[src/rtl/ssid_unused_placeholder_none.sv]
// Intentionally empty: no further design files
`timescale 1ns/100ps
`default_nettype none
`default_nettype wire

[src/rtl/ssid_pkg.sv]
// Constants and types for the serial port status, interrupt and DMA block
package ssid_pkg;
   localparam logic [7:0] OFS_FIFO_STATUS = 8'h0C;
   localparam logic [7:0] OFS_PRESCALE = 8'h10;
   localparam logic [7:0] OFS_IRQ_ENABLE = 8'h14;
   localparam logic [7:0] OFS_RAW_STATUS = 8'h18;
   localparam logic [7:0] OFS_MASKED_STATUS = 8'h1C;
   localparam logic [7:0] OFS_IRQ_CLEAR = 8'h20;
   localparam logic [7:0] OFS_DMA_CONTROL = 8'h24;
   localparam logic [4:0] FIFO_FULL_LEVEL = 5'h10;
   localparam logic [4:0] LEVEL_ONE = 5'h01;
   localparam logic [4:0] LEVEL_FOUR = 5'h04;
   localparam logic [4:0] LEVEL_EIGHT = 5'h08;
   localparam logic [2:0] THR_ONE = 3'h0;
   localparam logic [2:0] THR_FOUR = 3'h1;
   localparam logic [2:0] THR_EIGHT = 3'h2;
   localparam int IRQ_RX_OVERRUN = 0;
   localparam int IRQ_RX_TIMEOUT = 1;
   localparam int IRQ_RX_LEVEL = 2;
   localparam int IRQ_TX_LEVEL = 3;
   localparam int IRQ_TX_UNDERRUN = 4;
   localparam int IRQ_TX_EMPTY = 5;
   localparam int DMA_RX_BIT = 0;
   localparam int DMA_TX_BIT = 2;
   localparam logic [5:0] IRQ_ENABLE_RESET = 6'h00;
   localparam logic [7:0] DIVISOR_RESET = 8'h00;
   localparam logic [7:0] DIVISOR_MIN = 8'h02;
   localparam logic [2:0] DMA_CONTROL_RESET = 3'h0;
   localparam logic [2:0] DMA_CONTROL_MASK = 3'h5;
   localparam logic [5:0] TIMEOUT_LIMIT = 6'h20;

   typedef struct packed {
      logic valid;
      logic write;
      logic [7:0] addr;
   } ssid_bus_req_type;

   typedef struct packed {
      logic [4:0] tx_level;
      logic [4:0] rx_level;
      logic shifter_active;
   } ssid_fifo_state_type;
endpackage : ssid_pkg

[src/rtl/ssid_top.sv]
// Status, prescaler, interrupt and DMA request logic of the serial port
`timescale 1ns/100ps
`default_nettype none
module ssid_top (
   input wire logic SYS_CLK,
   input wire logic RST_B,
   input wire logic HSEL,
   input wire logic [31:0] HADDR,
   input wire logic [1:0] HTRANS,
   input wire logic HWRITE,
   input wire logic [2:0] HSIZE,
   input wire logic [31:0] HWDATA,
   input wire logic HREADY,
   output logic [31:0] HRDATA,
   output logic HREADYOUT,
   output logic HRESP,
   input wire logic [4:0] TX_FIFO_LEVEL,
   input wire logic [4:0] RX_FIFO_LEVEL,
   input wire logic SHIFTER_ACTIVE,
   input wire logic RX_FRAME_WRITE,
   input wire logic RX_FIFO_READ,
   input wire logic TX_UNDERRUN,
   input wire logic [7:0] SERIAL_CLOCK_RATE,
   input wire logic [2:0] RX_IRQ_THRESHOLD,
   input wire logic [2:0] TX_IRQ_THRESHOLD,
   output logic SERIAL_BIT_TICK,
   output logic IRQ,
   output logic RX_DMA_REQ,
   output logic TX_DMA_REQ
);
   ssid_pkg::ssid_fifo_state_type fifo;
   ssid_pkg::ssid_bus_req_type req_next;
   ssid_pkg::ssid_bus_req_type req_reg;
   logic tx_fifo_empty;
   logic tx_fifo_has_space;
   logic rx_fifo_has_data;
   logic rx_fifo_full;
   logic port_busy;
   logic [4:0] fifo_status;
   logic [7:0] prescale_divisor_reg;
   logic [5:0] irq_enable_reg;
   logic [2:0] dma_control_reg;
   logic [5:0] raw_status;
   logic [5:0] masked_status;
   logic [31:0] read_mux;
   logic [31:0] hrdata_reg;
   logic write_phase;
   logic wr_prescale;
   logic wr_enable;
   logic wr_clear;
   logic wr_dma;
   logic [2:0] sticky_set;
   logic [2:0] sticky_clr;
   logic [2:0] sticky_reg;
   logic rx_level_raw;
   logic tx_level_raw;
   logic [4:0] rx_threshold_level;
   logic [4:0] tx_threshold_level;
   logic rx_thr_valid;
   logic tx_thr_valid;
   logic [5:0] timeout_cnt_reg;
   logic [5:0] timeout_cnt_next;
   logic timeout_hit;
   logic rate_run;
   logic pre_wrap;
   logic rate_wrap;
   logic [7:0] pre_cnt_reg;
   logic [7:0] pre_cnt_next;
   logic [7:0] rate_cnt_reg;
   logic [7:0] rate_cnt_next;
   logic bit_tick_reg;
   logic bit_tick_next;

   assign fifo = '{tx_level: TX_FIFO_LEVEL, rx_level: RX_FIFO_LEVEL,
                   shifter_active: SHIFTER_ACTIVE};

   // Live flags; an empty FIFO after reset gives the reset pattern
   assign tx_fifo_empty = (fifo.tx_level == 5'h00);
   assign tx_fifo_has_space = (fifo.tx_level != ssid_pkg::FIFO_FULL_LEVEL);
   assign rx_fifo_has_data = (fifo.rx_level != 5'h00);
   assign rx_fifo_full = (fifo.rx_level == ssid_pkg::FIFO_FULL_LEVEL);
   assign port_busy = fifo.shifter_active | ~tx_fifo_empty;
   assign fifo_status = {port_busy, rx_fifo_full, rx_fifo_has_data,
                         tx_fifo_has_space, tx_fifo_empty};

   // Bus slave: zero wait states, every answer OKAY
   assign HREADYOUT = 1'b1;
   assign HRESP = 1'b0;
   assign HRDATA = hrdata_reg;
   assign req_next = '{valid: HSEL & HTRANS[1] & HREADY,
                       write: HWRITE, addr: HADDR[7:0]};
   assign write_phase = req_reg.valid & req_reg.write;
   assign wr_prescale = write_phase &&
                        (req_reg.addr == ssid_pkg::OFS_PRESCALE);
   assign wr_enable = write_phase &&
                      (req_reg.addr == ssid_pkg::OFS_IRQ_ENABLE);
   assign wr_clear = write_phase && (req_reg.addr == ssid_pkg::OFS_IRQ_CLEAR);
   assign wr_dma = write_phase && (req_reg.addr == ssid_pkg::OFS_DMA_CONTROL);

   // Read data sampled at the address edge so it can leave a flip-flop
   assign read_mux =
      (HADDR[7:0] == ssid_pkg::OFS_FIFO_STATUS) ? {27'h0, fifo_status} :
      (HADDR[7:0] == ssid_pkg::OFS_PRESCALE) ? {24'h0, prescale_divisor_reg} :
      (HADDR[7:0] == ssid_pkg::OFS_IRQ_ENABLE) ? {26'h0, irq_enable_reg} :
      (HADDR[7:0] == ssid_pkg::OFS_RAW_STATUS) ? {26'h0, raw_status} :
      (HADDR[7:0] == ssid_pkg::OFS_MASKED_STATUS) ? {26'h0, masked_status} :
      (HADDR[7:0] == ssid_pkg::OFS_DMA_CONTROL) ? {29'h0, dma_control_reg} :
      32'h0000_0000;

   always_ff @(posedge SYS_CLK or negedge RST_B) begin
      if (!RST_B) begin
         req_reg <= '0;
         hrdata_reg <= 32'h0000_0000;
      end else begin
         req_reg <= req_next;
         if (req_next.valid && !HWRITE) begin
            hrdata_reg <= read_mux;
         end
      end
   end

   // Control registers; only defined bits are stored
   always_ff @(posedge SYS_CLK or negedge RST_B) begin
      if (!RST_B) begin
         prescale_divisor_reg <= ssid_pkg::DIVISOR_RESET;
         irq_enable_reg <= ssid_pkg::IRQ_ENABLE_RESET;
         dma_control_reg <= ssid_pkg::DMA_CONTROL_RESET;
      end else begin
         if (wr_prescale) begin
            prescale_divisor_reg <= HWDATA[7:0];
         end
         if (wr_enable) begin
            irq_enable_reg <= HWDATA[5:0];
         end
         if (wr_dma) begin
            dma_control_reg <= HWDATA[2:0] & ssid_pkg::DMA_CONTROL_MASK;
         end
      end
   end

   // Level thresholds; reserved codes never trigger
   assign rx_thr_valid = (RX_IRQ_THRESHOLD <= ssid_pkg::THR_EIGHT);
   assign tx_thr_valid = (TX_IRQ_THRESHOLD <= ssid_pkg::THR_EIGHT);
   assign rx_threshold_level =
      (RX_IRQ_THRESHOLD == ssid_pkg::THR_ONE) ? ssid_pkg::LEVEL_ONE :
      (RX_IRQ_THRESHOLD == ssid_pkg::THR_FOUR) ? ssid_pkg::LEVEL_FOUR :
      ssid_pkg::LEVEL_EIGHT;
   assign tx_threshold_level =
      (TX_IRQ_THRESHOLD == ssid_pkg::THR_ONE) ? ssid_pkg::LEVEL_ONE :
      (TX_IRQ_THRESHOLD == ssid_pkg::THR_FOUR) ? ssid_pkg::LEVEL_FOUR :
      ssid_pkg::LEVEL_EIGHT;
   assign rx_level_raw = rx_thr_valid &&
                         (fifo.rx_level >= rx_threshold_level);
   assign tx_level_raw = tx_thr_valid &&
                         (fifo.tx_level >= tx_threshold_level);

   // Timeout counter restarts on every read, so it fires once per idle spell
   assign timeout_hit = rx_fifo_has_data && !RX_FIFO_READ &&
                        (timeout_cnt_reg == ssid_pkg::TIMEOUT_LIMIT - 6'h01);
   assign timeout_cnt_next =
      (!rx_fifo_has_data || RX_FIFO_READ) ? 6'h00 :
      (timeout_cnt_reg == ssid_pkg::TIMEOUT_LIMIT) ? timeout_cnt_reg :
      timeout_cnt_reg + 6'h01;

   always_ff @(posedge SYS_CLK or negedge RST_B) begin
      if (!RST_B) begin
         timeout_cnt_reg <= 6'h00;
      end else begin
         timeout_cnt_reg <= timeout_cnt_next;
      end
   end

   // Latched sources: overrun, timeout, underrun in clear-bit order
   assign sticky_set = {TX_UNDERRUN, timeout_hit,
                        RX_FRAME_WRITE & rx_fifo_full};
   assign sticky_clr = wr_clear ? HWDATA[2:0] : 3'h0;

   genvar gi;
   generate
      for (gi = 0; gi < 3; gi = gi + 1) begin : g_sticky
         // A new event in the clearing cycle is kept
         always_ff @(posedge SYS_CLK or negedge RST_B) begin
            if (!RST_B) begin
               sticky_reg[gi] <= 1'b0;
            end else begin
               sticky_reg[gi] <= (sticky_reg[gi] & ~sticky_clr[gi]) |
                                 sticky_set[gi];
            end
         end
      end
   endgenerate

   assign raw_status = {tx_fifo_empty, sticky_reg[2], tx_level_raw,
                        rx_level_raw, sticky_reg[1], sticky_reg[0]};
   assign masked_status = raw_status & irq_enable_reg;
   assign IRQ = |masked_status;

   // Single requests follow the live FIFO state
   assign RX_DMA_REQ = dma_control_reg[ssid_pkg::DMA_RX_BIT] &
                       rx_fifo_has_data;
   assign TX_DMA_REQ = dma_control_reg[ssid_pkg::DMA_TX_BIT] &
                       tx_fifo_has_space;

   // Two cascaded counters; a divisor below two stops the bit clock
   assign rate_run = (prescale_divisor_reg >= ssid_pkg::DIVISOR_MIN);
   assign pre_wrap = (pre_cnt_reg >= prescale_divisor_reg - 8'h01);
   assign rate_wrap = (rate_cnt_reg >= SERIAL_CLOCK_RATE);
   assign pre_cnt_next = (!rate_run || pre_wrap) ? 8'h00 :
                         pre_cnt_reg + 8'h01;
   assign rate_cnt_next = !rate_run ? 8'h00 :
                          !pre_wrap ? rate_cnt_reg :
                          rate_wrap ? 8'h00 : rate_cnt_reg + 8'h01;
   assign bit_tick_next = rate_run & pre_wrap & rate_wrap;
   assign SERIAL_BIT_TICK = bit_tick_reg;

   always_ff @(posedge SYS_CLK or negedge RST_B) begin
      if (!RST_B) begin
         pre_cnt_reg <= 8'h00;
         rate_cnt_reg <= 8'h00;
         bit_tick_reg <= 1'b0;
      end else begin
         pre_cnt_reg <= pre_cnt_next;
         rate_cnt_reg <= rate_cnt_next;
         bit_tick_reg <= bit_tick_next;
      end
   end

   // Helper logic for the checks below
   logic [16:0] gap_cnt_reg;
   logic tick_seen_reg;
   logic cfg_same_reg;
   logic [16:0] expected_period;
   logic cfg_change;
   logic [7:0] rate_prev_reg;

   // Rate change seen in the same cycle it arrives, as the counters see it
   assign cfg_change = wr_prescale || (SERIAL_CLOCK_RATE != rate_prev_reg);
   assign expected_period = 17'({9'h000, prescale_divisor_reg} *
                                ({9'h000, SERIAL_CLOCK_RATE} + 17'h00001));

   always_ff @(posedge SYS_CLK or negedge RST_B) begin
      if (!RST_B) begin
         gap_cnt_reg <= 17'h00000;
         tick_seen_reg <= 1'b0;
         cfg_same_reg <= 1'b0;
         rate_prev_reg <= 8'h00;
      end else begin
         rate_prev_reg <= SERIAL_CLOCK_RATE;
         gap_cnt_reg <= SERIAL_BIT_TICK ? 17'h00001 : gap_cnt_reg + 17'h00001;
         tick_seen_reg <= tick_seen_reg | SERIAL_BIT_TICK;
         cfg_same_reg <= cfg_change ? 1'b0 :
                         SERIAL_BIT_TICK ? 1'b1 : cfg_same_reg;
      end
   end
endmodule : ssid_top
`default_nettype wire

[config.mk]
export PLATFORM = sky130hd
export DESIGN_NAME = ssid_top
export DESIGN_NICKNAME = d
export VERILOG_FILES = /design/src/rtl/ssid_unused_placeholder_none.sv /design/src/rtl/ssid_pkg.sv /design/src/rtl/ssid_top.sv
export SDC_FILE = /design/constraint.sdc
export NUM_CORES = 1
export LEC_CHECK = 0
export BUFFER_PORTS_ARGS = -buffer_cell sky130_fd_sc_hd__buf_4
export CORE_AREA = 2 2 71 140
export CTS_BUF_LIST = sky130_fd_sc_hd__clkbuf_8
export CTS_CLUSTER_DIAMETER = 200
export CTS_CLUSTER_SIZE = 30
export DETAILED_ROUTE_END_ITERATION = 8
export DIE_AREA = 0 0 73 142
export PLACE_DENSITY_LB_ADDON = 0.12
export SLEW_MARGIN = 20
export SYNTH_ARGS = -nofsm -noshare
export SYNTH_HDL_FRONTEND = slang
export SYNTH_SLANG_ARGS = --single-unit
[constraint.sdc]
create_clock -name SYS_CLK -period 5.8 [get_ports SYS_CLK]
set_input_delay 0.29 -clock SYS_CLK [delete_from_list [all_inputs] [get_ports SYS_CLK]]
set_output_delay 0.29 -clock SYS_CLK [all_outputs]
set_load 0.02 [all_outputs]
; Word level (Yosys, flattened, before mapping)
; Index checks and enable logic that the tools add are counted.
[word_totals]
in_bits = 102
ff_bits = 84
out_inout_bits = 38
[op_classes]
n_lt_le_gt_ge = 7
addsub = 4
bitwise = 20
muxes = 17
n_reduce_logical = 20
eq_ne = 18
[ops]
columns = op, n
row1 = equality test 8 x 5 -> 1 bit (second input constant), 6
row2 = two-way mux 8 bit, 6
row3 = two-way mux 6 bit, 5
row4 = equality test 8 x 6 -> 1 bit (second input constant), 3
row5 = adder 8 x 1 -> 8 bit (second input constant), 2
row6 = >= comparator 8 bit, 2
row7 = two-way mux 4 bit, 4
row8 = AND 1 bit, 11
row9 = >= comparator 5 x 4 -> 1 bit, 2
row10 = logical AND 1 bit, 9
row11 = equality test 8 x 4 -> 1 bit (second input constant), 1
row12 = >= comparator 8 x 2 -> 1 bit (second input constant), 1
row13 = subtractor 8 x 1 -> 8 bit (second input constant), 1
row14 = adder 6 x 1 -> 6 bit (second input constant), 1
row15 = AND 6 bit, 1
row16 = equality test 3 x 1 -> 1 bit (second input constant), 2
row17 = equality test 6 x 5 -> 1 bit (second input constant), 1
row18 = equality test 6 bit (second input constant), 1
row19 = less-or-equal comparator 3 x 2 -> 1 bit (second input constant), 2
row20 = zero test 3 bit, 2
row21 = two-way mux 3 bit, 2
row22 = OR reduction 6 bit, 1
row23 = equality test 5 bit (second input constant), 1
row24 = zero test 5 bit, 1
row25 = 8 further kinds, 18

; Logic depth before layout (Yosys ltp)
; Gate-level depths: netlist of run 1.
[logic_depth]
depth_word = 11
mapped_depth = 12

; Least setup slack after synthesis of run 1
; No wires, ideal clock.
[synth_path]
path_kind = register to register
from = register prescale_divisor_reg[1]
to = register rate_cnt_reg[2]
arrival_time_ps = 2310
stages_incl_launch_ff = 13
slack_ps = 3413
required_time_ps = 5722
synth_period_minus_slack_ps = 2387
path_cell_list = dfrtp_1 > inv_1 > ha_1 > nand2_1 > xor2_1 > ha_1 > a21o_1 > a2111oi_0 > o21ai_1 > o21ai_0 > buf_2 > o21ai_0 > a21oi_1
[synth_between]
elab_chain_len = 3
word_cells_on_any_way = 5
cone_classes = add/sub: 1 / order compare: 2 / eq/ne: 1 / mux: 1
[synth_lines]
columns = element, line
row1 = from (decl), ssid_top.sv:40  ; logic [7:0] prescale_divisor_reg;
row2 = from (signal assigned), ssid_top.sv:125  ; prescale_divisor_reg <= ssid_pkg::DIVISOR_RESET;
row3 = from (signal assigned), ssid_top.sv:130  ; prescale_divisor_reg <= HWDATA[7:0];
row4 = subtractor 8 x 1 -> 8 bit, ssid_top.sv:206  ; assign pre_wrap = (pre_cnt_reg >= prescale_divisor_reg - 8'h01);
row5 = >= comparator 8 bit, ssid_top.sv:206
row6 = != test 2 x 1 -> 1 bit (no line), -
row7 = to (signal assigned), ssid_top.sv:223  ; rate_cnt_reg <= rate_cnt_next;
row8 = to (decl), ssid_top.sv:69  ; logic [7:0] rate_cnt_reg;
; Several ways; a longest one is shown, not always the timed one.
; A chain may end at the register's enable or synchronous reset.

; Worst setup path in the final report of run 1
[layout_path]
from = register prescale_divisor_reg[1]
to = register pre_cnt_reg[4]
[layout_between]
elab_chain_len = 4
word_cells_on_any_way = 6
cone_classes = add/sub: 1 / order compare: 2 / mux: 1 / reduce/logical: 2
[layout_lines]
columns = element, line
row1 = subtractor 8 x 1 -> 8 bit / >= comparator 8 x 2 -> 1 bit (equally long branches), "ssid_top.sv:206, ssid_top.sv:205"
row2 = >= comparator 8 bit / zero test 1 bit (equally long branches), -
row3 = logical OR 1 bit *, ssid_top.sv:208  ; assign pre_cnt_next = (!rate_run || pre_wrap) ? 8'h00 :
row4 = two-way mux 8 bit *, ssid_top.sv:208
row5 = via pre_cnt_next[4], ssid_top.sv:68  ; logic [7:0] pre_cnt_next;
row6 = to (signal assigned), ssid_top.sv:222  ; pre_cnt_reg <= pre_cnt_next;
row7 = to (decl), ssid_top.sv:67  ; logic [7:0] pre_cnt_reg;
; Mark *: on every way through the listed nets, which the timed path passes. The rest lies on a longest branch.

==> flow_summary_export.csv, run 1 <==
group,metric,value,unit
sta,timing.hold.ws,-0.001430,ns
sta,period_needed,3.077,ns
layout,final_common_cell,"buf_4",
setup_path,end_kind,"flop",
hold_path,hp-class,"input port to asynchronous set/reset pin",
route,drt_iter0_drc,87,
power,power_frac_seq,0.417,
sta,tightest_slew,0.9336,ns
synthesis,yosysTopAreaCell,"dfrtp_1",
die,rows,50,
power,switching_share,0.3086,
layout,largest_reg_flops,10,
sta,rsz0062_at_grt,"false",
flow_run,max_cap_violations,0,
die,dieHeight,142,um
layout,area_growth,18.81,%
global_routing,grt_max_degree,61,
cts,cts_setup_buffers,0,
setup_path,rrSetupSlack,2.72,ns
die,start_util,0.3897,
synthesis,synthAdderAreaFrac,0.09645,
power,power_leakage,2.021,nW
power,power_frac_comb,0.244,
route,wl,8640,um
global_routing,grt_overflow,0,
global_routing,grt_pass1_wl,14180,um
setup_path,worstPathArrival,3.33,ns
setup_path,start_kind,"flop",
synthesis,ys_seq_area_frac,0.4134,
cts,clock_latency,0.34,ns
synthesis,yosys-top-cells-area,"dfrtp_1 41%, ha_1 9.6%, buf_4 5.4%",
layout,diodes,0,
synthesis,async_reset_ff_frac,1.000,
sta,hold_viol,1,
synthesis,synth-compound-area-share,0.1299,
route,wl_per_cell,16.03,um
die,core,9321,um2
layout,drive_gt1_frac,0.2368,
setup_path,crit_type,"flop to flop",
synthesis,synth-main-ff-cell,"dfrtp_1",
cts,cts_sinks,60,
power,power-per-cell-area,299.9,nW/um2
setup_path,path_max_fanout,11,
global_routing,grt_usage,0.1792,
cts,clock-root-buffer,"clkbuf_8",
cts,clkTransAtPathRegs,0.07,ns
setup_path,required,6.06,ns
sta,timing.slew.headroom,0.3688,
cts,clockBufferDepth,2,
sta,skew,0.007026,ns
synthesis,synth-seq-cells,60,
cts,cts_tree,"built",
sta,finalSetupViolCount,0,
power,clockPowerShare,0.339,
placement,place.port_buffers,61,
synthesis,syn_inst,367,
die,pin_count,140,
placement,globalplace.congestion,0.8037,
synthesis,synthDistinctLibCells,60,
synthesis,synth_top_family_by_area,"simple AND/OR/NAND/NOR gates",
layout,nFillCells,945,
die,die_area,10370,um2
sta,setup_tns,0,ns
synthesis,synth_top_area_share,0.4134,
synthesis,avgSynthCellArea,9.897,um2
synthesis,yosys_warnings,0,
route,ant_nets,0,
die,die_w,73,um
power,power_report.internal_total,0.0008949,W
synthesis,synth.area.mux_share,0.05512,
cts,cts_hold_buf,0,
synthesis,yosys.area_share.simple,0.1771,
synthesis,synthXorXnorAreaFrac,0.04099,
power,ir_worst_vdd,0.1597,mV
global_routing,antenna_found_initial,0,
sta,maxSlewViolCount,0,
cts,cts_max_level,3,
layout,fin_nets,560,
global_routing,grt_pass1_vias,2990,
cts,cts-buffers-inserted,9,
sta,max_freq,325.0,MHz
layout,most-common-layout-cells,"61 x buf_4, 60 x dfrtp_1, 28 x nor2_1, 28 x ha_1, 26 x conb_1",
sta,min_period_over_period,0.5305,
route,via_count,2862,
run_status,violations,"negative hold slack",
placement,dp_hpwl,7033,um
cts,cts_resized,0,
power,switchingPower,0.0003994,W
synthesis,synth_edf_count,0,
route,via_per_inst,5.310,
synthesis,syn_area,3632,um2
route,drcViolationCount,0,
run_status,status,"finished, violations left",
route,firstDrtPassIters,4,
metal layers:
layer	track usage	up-vias	wire length, um
li1	-	1391	-
met1	0.1718	1370	3023
met2	0.3461	86	4999
met3	0.03116	15	334
met4	0.08869	0	282
met5	0	-	0
critical path, stage by stage, from the launching register on:
cell,delay [ns]
dfrtp_1,0.46
inv_1,0.11
ha_1,0.23
nand2_1,0.08
xor2_1,0.16
ha_1,0.27
a21o_1,0.18
a2111oi_0,0.38
o21ai_1,0.17
o21ai_1,0.43
nand2_1,0.34
nor2_1,0.18
path summary, 6_finish.rpt:
path                                          from                 end  cells past startpoint
hold / removal                               RST_B  timeout_cnt_reg[1]                      1
min in group SYS_CLK                      HADDR[7]          req_reg[7]                      1
hold reg to reg                          HRDATA[7]           HRDATA[7]                      2
setup reg to reg           prescale_divisor_reg[1]      pre_cnt_reg[4]                     11
setup / recovery           prescale_divisor_reg[1]      pre_cnt_reg[4]                     11
max in group asynchronous                    RST_B     rate_cnt_reg[5]                      1
logic make-up after synthesis:
logic type,count (synthesis)
AOI/OAI and AO/OA,66
xor gates and xnor gates,17
adders and majority gates,28
buffers and inverters,54
DFF,60
muxes,18
other,2
and+or+nand+nor,122
stage by stage:
step | setup WS (ns) | instances | total power (W) | area, um2 | utilization
after floorplan | 3.413 | 391 | 0.0007596 | 3722 | -
after global placement | 2.678 | 523 | 0.0008544 | 4080 | 0.4377
after detailed placement | 2.602 | 523 | 0.0008655 | 4080 | 0.4377
after CTS | 2.580 | 539 | 0.001312 | 4315 | 0.4630
after global routing | 2.441 | 539 | 0.001380 | 4315 | 0.4630
final | 2.723 | 539 | 0.001294 | 4315 | 0.4630
cells in the mapped netlist (all sizes together) (4+ instances only):
master / n
o22ai: 4
nor2: 29
a21o: 4
and3: 9
a21oi: 10
mux2: 16
nand3: 20
dfrtp: 60
nor3: 10
xnor2: 9
o41ai: 4
nand2: 23
buf: 28
inv: 21
o21ai: 18
nand2b: 7
nor4: 4
ha: 28
clkbuf: 5
xor2: 8
a32oi: 4
layout make-up:
cell class                      count  area (um2)  share of cell area
Multi-Input combinational cell    277        1912              0.4430
Sequential cell                    60        1501              0.3479
Timing Repair Buffer               61       457.9              0.1061
Clock buffer                       12       165.2             0.03827
Tap cell                          104       130.1             0.03015
Inverter                           21       78.83             0.01827
Clock inverter                      4       70.07             0.01624
power groups by stage:
| stage | Combinational, W | Sequential [W] | Clock (W) |
|---|---|---|---|
| 2_1_floorplan | 0.000229 | 0.000531 | 0 |
| 3_3_place_gp | 0.000308 | 0.000547 | 0 |
| 3_5_place_dp | 0.000317 | 0.000549 | 0 |
| 4_1_cts | 0.000319 | 0.000540 | 0.000452 |
| 5_1_grt | 0.000362 | 0.000551 | 0.000467 |
| 6_report | 0.000315 | 0.000540 | 0.000439 |
Note: power is estimated with default switching activity, not from simulation.
==> inputs of run 2 (changes only) <==
==> constraint.sdc (replaced) <==
create_clock -name SYS_CLK -period 3.1 [get_ports SYS_CLK]
set_input_delay 0.155 -clock SYS_CLK [delete_from_list [all_inputs] [get_ports SYS_CLK]]
set_output_delay 0.155 -clock SYS_CLK [all_outputs]
set_load 0.02 [all_outputs]
==> flow_summary_export.csv, run 2 (synthesis gave the netlist of run 1 again) <==
group,metric,value,unit
global_routing,grt_overflow,0,
hold_path,hp-class,"input port to flop",
sta,maxSlewViolCount,0,
cts,clock-root-buffer,"clkbuf_8",
layout,finalNonFillerCells,552,
sta,max_freq,363.8,MHz
setup_path,crit_start,"prescale_divisor_reg[1]",
layout,largest_reg_flops,10,
route,routed.top_layer,"met4",
cts,cts_setup_buffers,0,
placement,place.port_buffers,61,
route,via_count,2937,
global_routing,grt_usage,0.1830,
setup_path,path_max_fanout,11,
route,ant_nets,0,
die,rows,50,
placement,dp_hpwl,7000,um
power,power-per-cell-area,558.7,nW/um2
die,pin_count,140,
layout,fin_nets,573,
flow_run,max_cap_violations,0,
placement,placed_area,4095,um2
sta,finalSetupViolCount,0,
route,drcViolationCount,0,
die,die_w,73,um
setup_path,reg2reg_from,"prescale_divisor_reg[1]",
power,ir_worst_vdd,0.2423,mV
sta,tightest_slew,0.8710,ns
die,die_area,10370,um2
cts,cts_max_level,3,
route,wl_met2,5091,um
route,wl,8743,um
run_status,status,"completed",
setup_path,required,3.38,ns
layout,drive_gt1_frac,0.2344,
global_routing,grt_pass1_vias,3035,
sta,fin_ws,0.3512,ns
die,dieHeight,142,um
layout,most-common-layout-cells,"63 x buf_4, 60 x dfrtp_1, 28 x nor2_1, 28 x ha_1, 26 x conb_1",
placement,post-place-ws,0.3284,ns
die,start_util,0.3897,
layout,diodes,0,
cts,clock_latency,0.35,ns
placement,globalplace.congestion,0.8001,
cts,clockBufferDepth,2,
route,via_per_inst,5.321,
cts,clkTransAtPathRegs,0.07,ns
sta,rsz0062_at_grt,"false",
sta,timing.hold.ws,0.03325,ns
cts,cts_sinks,60,
placement,dp_cells,525,
setup_path,crit_type,"flop to flop",
cts,cts_tree,"built",
layout,final_common_cell,"buf_4",
sta,min_period_over_period,0.8867,
setup_path,end_kind,"flop",
route,firstDrtPassIters,4,
hold_path,holdCritStartpoint,"HWDATA[6]",
setup_path,start_kind,"flop",
route,wl_met3,331,um
sta,hold_viol,0,
route,wl_per_cell,15.84,um
layout,stdcell_area,4454,um2
power,power_leakage,2.077,nW
route,wl_met1,3072,um
sta,period_needed,2.749,ns
sta,setup_tns,0,ns
route,drt_iter0_drc,91,
sta,timing.slew.headroom,0.4145,
global_routing,grt_max_degree,61,
global_routing,antenna_found_initial,0,
sta,skew,0.009363,ns
layout,area_growth,22.63,%
cts,cts-buffers-inserted,9,
setup_path,worstPathArrival,3.02,ns
global_routing,grt_pass1_wl,14410,um
die,core,9321,um2
-- run 2: where the power goes --
group | leakage (nW) | switching, W | total [W] | internal, W
Combinational | 1.21 | 0.000315 | 0.000601 | 0.000286
Sequential | 0.741 | 0.000125 | 0.00101 | 0.000884
Clock | 0.122 | 0.000323 | 0.000879 | 0.000556
Total | 2.08 | 0.000763 | 0.00249 | 0.00173
-- run 2: per-layer routing --
| metal | vias to the layer above | global-route usage |
|---|---|---|
| met2 | 79 | 0.3528 |
| met5 | - | 0 |
| met3 | 14 | 0.03329 |
| met1 | 1429 | 0.1787 |
| met4 | 0 | 0.08285 |
| li1 | 1415 | - |
-- run 2: repair_timing --
item,CTS,global route
endpoints found under the setup margin,0,0
gates resized for setup,0,0
hold buffers,11,0
endpoints found under the hold margin,70,0
-- run 2: worst max-delay path, stage by stage, from the launching register on --
cell       delay [ns]
dfrtp_1          0.46
inv_1            0.11
ha_1             0.23
nand2_1          0.09
xor2_1           0.17
ha_1             0.27
a21o_1           0.18
a2111oi_0        0.38
o21ai_1          0.17
o21ai_0          0.11
buf_4            0.19
nand2_1          0.18
nor2_1           0.15
-- run 2: path summary, 6_finish.rpt --
check | end | slack [ns] | cells past startpoint
max reg2reg | pre_cnt_reg[4] | 0.35 | 12
max in group asynchronous | req_reg[4] | 2.14 | 2
min in group asynchronous | timeout_cnt_reg[0] | 0.41 | 2
min reg2reg | HRDATA[7] | 0.51 | 2
min | prescale_divisor_reg[6] | 0.03 | 2
max | pre_cnt_reg[4] | 0.35 | 12
-- run 2: layout make-up --
type                    instances  area [um2]
clock buffers                  10       137.6
clock inverters                 6       111.4
fillers                       919        4867
inverters                      21       78.83
multi-input cells             277        1912
flip-flops and latches         60        1501
well taps                     104       130.1
repair buffers                 74       583.1
-- run 2: metrics by stage --
| stage | util | total power, W |
|---|---|---|
| after floorplan | - | 0.001421 |
| after global placement | 0.4393 | 0.001602 |
| after detailed placement | 0.4393 | 0.001620 |
| after CTS | 0.4779 | 0.002528 |
| after global routing | 0.4779 | 0.002647 |
| final | 0.4779 | 0.002489 |
==> inputs of run 3 (changes only) <==
--- a/config.mk
+++ b/config.mk
@@ -5,13 +5,13 @@
 export SDC_FILE = /design/constraint.sdc
 export NUM_CORES = 1
 export LEC_CHECK = 0
+export ABC_AREA = 1
 export BUFFER_PORTS_ARGS = -buffer_cell sky130_fd_sc_hd__buf_4
-export CORE_AREA = 2 2 71 140
+export CORE_AREA = 2 2 73 144
 export CTS_BUF_LIST = sky130_fd_sc_hd__clkbuf_8
 export CTS_CLUSTER_DIAMETER = 200
-export CTS_CLUSTER_SIZE = 30
 export DETAILED_ROUTE_END_ITERATION = 8
-export DIE_AREA = 0 0 73 142
+export DIE_AREA = 0 0 75 146
 export PLACE_DENSITY_LB_ADDON = 0.12
 export SLEW_MARGIN = 20
 export SYNTH_ARGS = -nofsm -noshare
==> constraint.sdc (replaced) <==
create_clock -name SYS_CLK -period 2.6 [get_ports SYS_CLK]
set_input_delay 0.13 -clock SYS_CLK [delete_from_list [all_inputs] [get_ports SYS_CLK]]
set_output_delay 0.13 -clock SYS_CLK [all_outputs]
set_load 0.02 [all_outputs]
==> flow_summary_export.csv, run 3 <==
group,metric,value,unit
synthesis,synth_top_area_share,0.3916,
run_status,status,"completed",
layout,most-common-layout-cells,"103 x nand2_1, 65 x inv_1, 64 x buf_4, 60 x dfrtp_1, 47 x nor2_1",
sta,hold_viol,0,
placement,placed_area,4362,um2
global_routing,grt_usage,0.1830,
cts,cts_max_level,3,
synthesis,async_reset_ff_frac,1.000,
synthesis,yosys-top-cells-area,"dfrtp_1 39%, nand2_1 10%, ha_1 9.1%",
cts,clockBufferDepth,2,
power,power_frac_comb,0.287,
setup_path,path_max_fanout,7,
layout,area_growth,21.93,%
synthesis,avgSynthCellArea,7.856,um2
layout,fin_nets,700,
power,switching_share,0.3606,
route,drt_iter0_drc,75,
sta,timing.hold.ws,0.03565,ns
synthesis,synth_most_common_cell,"nand2_1",
power,power-per-cell-area,592.6,nW/um2
global_routing,grt_pass1_wl,15270,um
synthesis,syn_area,3834,um2
setup_path,end_kind,"flop",
sta,period_needed,2.331,ns
sta,tightest_slew,0.7871,ns
power,switchingPower,0.0009988,W
sta,fin_ws,0.2694,ns
setup_path,crit_chain,"inv_1 -> nand4_1 -> nor3_2 -> xor2_1 -> ha_1 -> a21oi_1 -> o21a_1 -> a21boi_2 -> nand2_1 -> nand2_1 -> inv_2 -> nand2_1 -> nand2_1",
setup_path,cp_common_cell,"nand2_1",
cts,cts_tree,"built",
route,wl,9329,um
placement,dp_hpwl,7382,um
synthesis,yosysTopAreaCell,"dfrtp_1",
layout,largest_reg_flops,10,
die,start_util,0.3927,
synthesis,syn_inst,488,
die,die_w,75,um
synthesis,synth_common_cells,"103 x nand2_1, 65 x inv_1, 60 x dfrtp_1, 47 x nor2_1, 28 x ha_1",
route,drcViolationCount,0,
layout,nFillCells,1031,
die,rows,51,
synthesis,synthDistinctLibCells,41,
power,clockPowerShare,0.287,
cts,clock_latency,0.35,ns
setup_path,start_kind,"flop",
synthesis,synthXorXnorAreaFrac,0.03198,
cts,cts-buffers-inserted,9,
synthesis,synth.area.mux_share,0,
layout,final_core_util,0.4788,
cts,cts_sinks,60,
setup_path,path_buf_inv,2,
flow_run,max_cap_violations,0,
layout,diodes,0,
sta,finalSetupViolCount,0,
power,ir_worst_vdd,0.2701,mV
die,core,9763,um2
synthesis,synthAdderAreaFrac,0.09138,
die,dieHeight,146,um
global_routing,antenna_found_initial,0,
sta,min_period_over_period,0.8964,
route,ant_nets,0,
synthesis,ys_seq_area_frac,0.3916,
synthesis,synth-seq-cells,60,
sta,maxSlewViolCount,0,
synthesis,synth-main-ff-cell,"dfrtp_1",
layout,stdcell_area,4674,um2
setup_path,cpLargestDelayFamily,"simple AND/OR/NAND/NOR gates",
setup_path,required,2.84,ns
setup_path,max_stage_delay,0.40,ns
synthesis,yosys_warnings,0,
cts,cts_setup_buffers,0,
die,die_area,10950,um2
route,firstDrtPassIters,4,
power,power_leakage,2.419,nW
setup_path,cp_slowest_cell,"dfrtp_1",
synthesis,synth_edf_count,0,
sta,skew,0.008385,ns
power,power_report.internal_total,0.001771,W
global_routing,grt_overflow,0,
global_routing,grt_pass1_vias,3398,
layout,drive_gt1_frac,0.1809,
sta,setup_tns,0,ns
route,via_count,3345,
setup_path,worstPathArrival,2.57,ns
global_routing,grt_max_degree,61,
cts,clkTransAtPathRegs,0.07,ns
sta,max_freq,429.1,MHz
synthesis,synth-compound-area-share,0.1025,
placement,globalplace.congestion,0.7887,
hold_path,hp-class,"input port to flop",
layout,final_common_cell,"nand2_1",
placement,place.port_buffers,61,
synthesis,yosys.area_share.simple,0.2569,
cts,clock-root-buffer,"clkbuf_8",
sta,timing.slew.headroom,0.4752,
sta,rsz0062_at_grt,"false",
route,wl_per_cell,13.20,um
synthesis,synth_top_family_by_area,"simple AND/OR/NAND/NOR gates",
placement,post-place-ws,0.2030,ns
setup_path,rrSetupSlack,0.27,ns
die,pin_count,140,
route,via_per_inst,4.731,
power,power_frac_seq,0.425,
setup_path,crit_type,"flop to flop",
==> run 3: changes by cell type after synthesis, moves of 12 or more <==
cell and change:
nand2_1 +82, inv_1 +44, nor2_1 +19, a21oi_1 +16, mux2_2 -15, nand4_1 +12
==> run 3: final timing paths <==
kind	cells after the start	to	start
worst max-delay path	13	rate_cnt_reg[5]	prescale_divisor_reg[0]
worst min-delay path	3	prescale_divisor_reg[6]	HWDATA[6]
worst min register to register	2	HRDATA[7]	HRDATA[7]
max in group asynchronous	2	irq_enable_reg[2]	RST_B
worst max register to register	13	rate_cnt_reg[5]	prescale_divisor_reg[0]
min in group asynchronous	2	HRDATA[3]	RST_B
==> run 3: cell families after synthesis <==
logic type | count (synthesis)
other cells | 2
simple gates | 214
xor+xnor | 14
buf+inv | 100
flops | 60
compound gates | 70
fa+ha+maj | 28
==> run 3: power groups by stage <==
| stage | logic, W | clock network, W | registers [W] |
|---|---|---|---|
| after detailed placement | 0.000787 | 0 | 0.00120 |
| after global routing | 0.000911 | 0.000856 | 0.00120 |
| after global placement | 0.000765 | 0 | 0.00119 |
| after floorplan | 0.000566 | 0 | 0.00118 |
| final | 0.000795 | 0.000796 | 0.00118 |
| after CTS | 0.000805 | 0.000827 | 0.00118 |
==> run 3: worst register-to-register path, stage by stage (launching register included) <==
cell	delay, ns
dfrtp_1	0.40
inv_1	0.15
nand4_1	0.20
nor3_2	0.16
xor2_1	0.17
ha_1	0.26
a21oi_1	0.14
o21a_1	0.13
a21boi_2	0.18
nand2_1	0.06
nand2_1	0.14
inv_2	0.11
nand2_1	0.08
nand2_1	0.05
==> run 3: cell type report <==
| cell class | instances | area (um2) | area share |
|---|---|---|---|
| Multi-Input combinational cell | 352 | 1956 | 0.4184 |
| Sequential cell | 60 | 1501 | 0.3212 |
| Timing Repair Buffer | 76 | 600.6 | 0.1285 |
| Inverter | 71 | 266.5 | 0.05701 |
| Tap cell | 132 | 165.2 | 0.03533 |
| Clock buffer | 10 | 137.6 | 0.02944 |
| Clock inverter | 6 | 47.55 | 0.01017 |
==> run 3: routing by layer <==
layer  global-route usage  vias to the layer above  share of wire
li1                     -                     1689              -
met1               0.1700                     1560           0.35
met2               0.3553                       81           0.59
met3              0.03947                       15          0.040
met4              0.07589                        0          0.021
met5                    0                        -              0
==> run 3: per-stage QoR <==
step,std cells,total power [W]
after floorplan,512,0.001749
after global placement,679,0.001955
after detailed placement,679,0.001985
after CTS,707,0.002812
after global routing,707,0.002962
final,707,0.002770
==> run 3: repair_timing <==
item,in CTS,in global routing
resized for setup,0,2
setup endpoints to repair,0,1
hold buffers,12,0
hold endpoints to repair,71,0
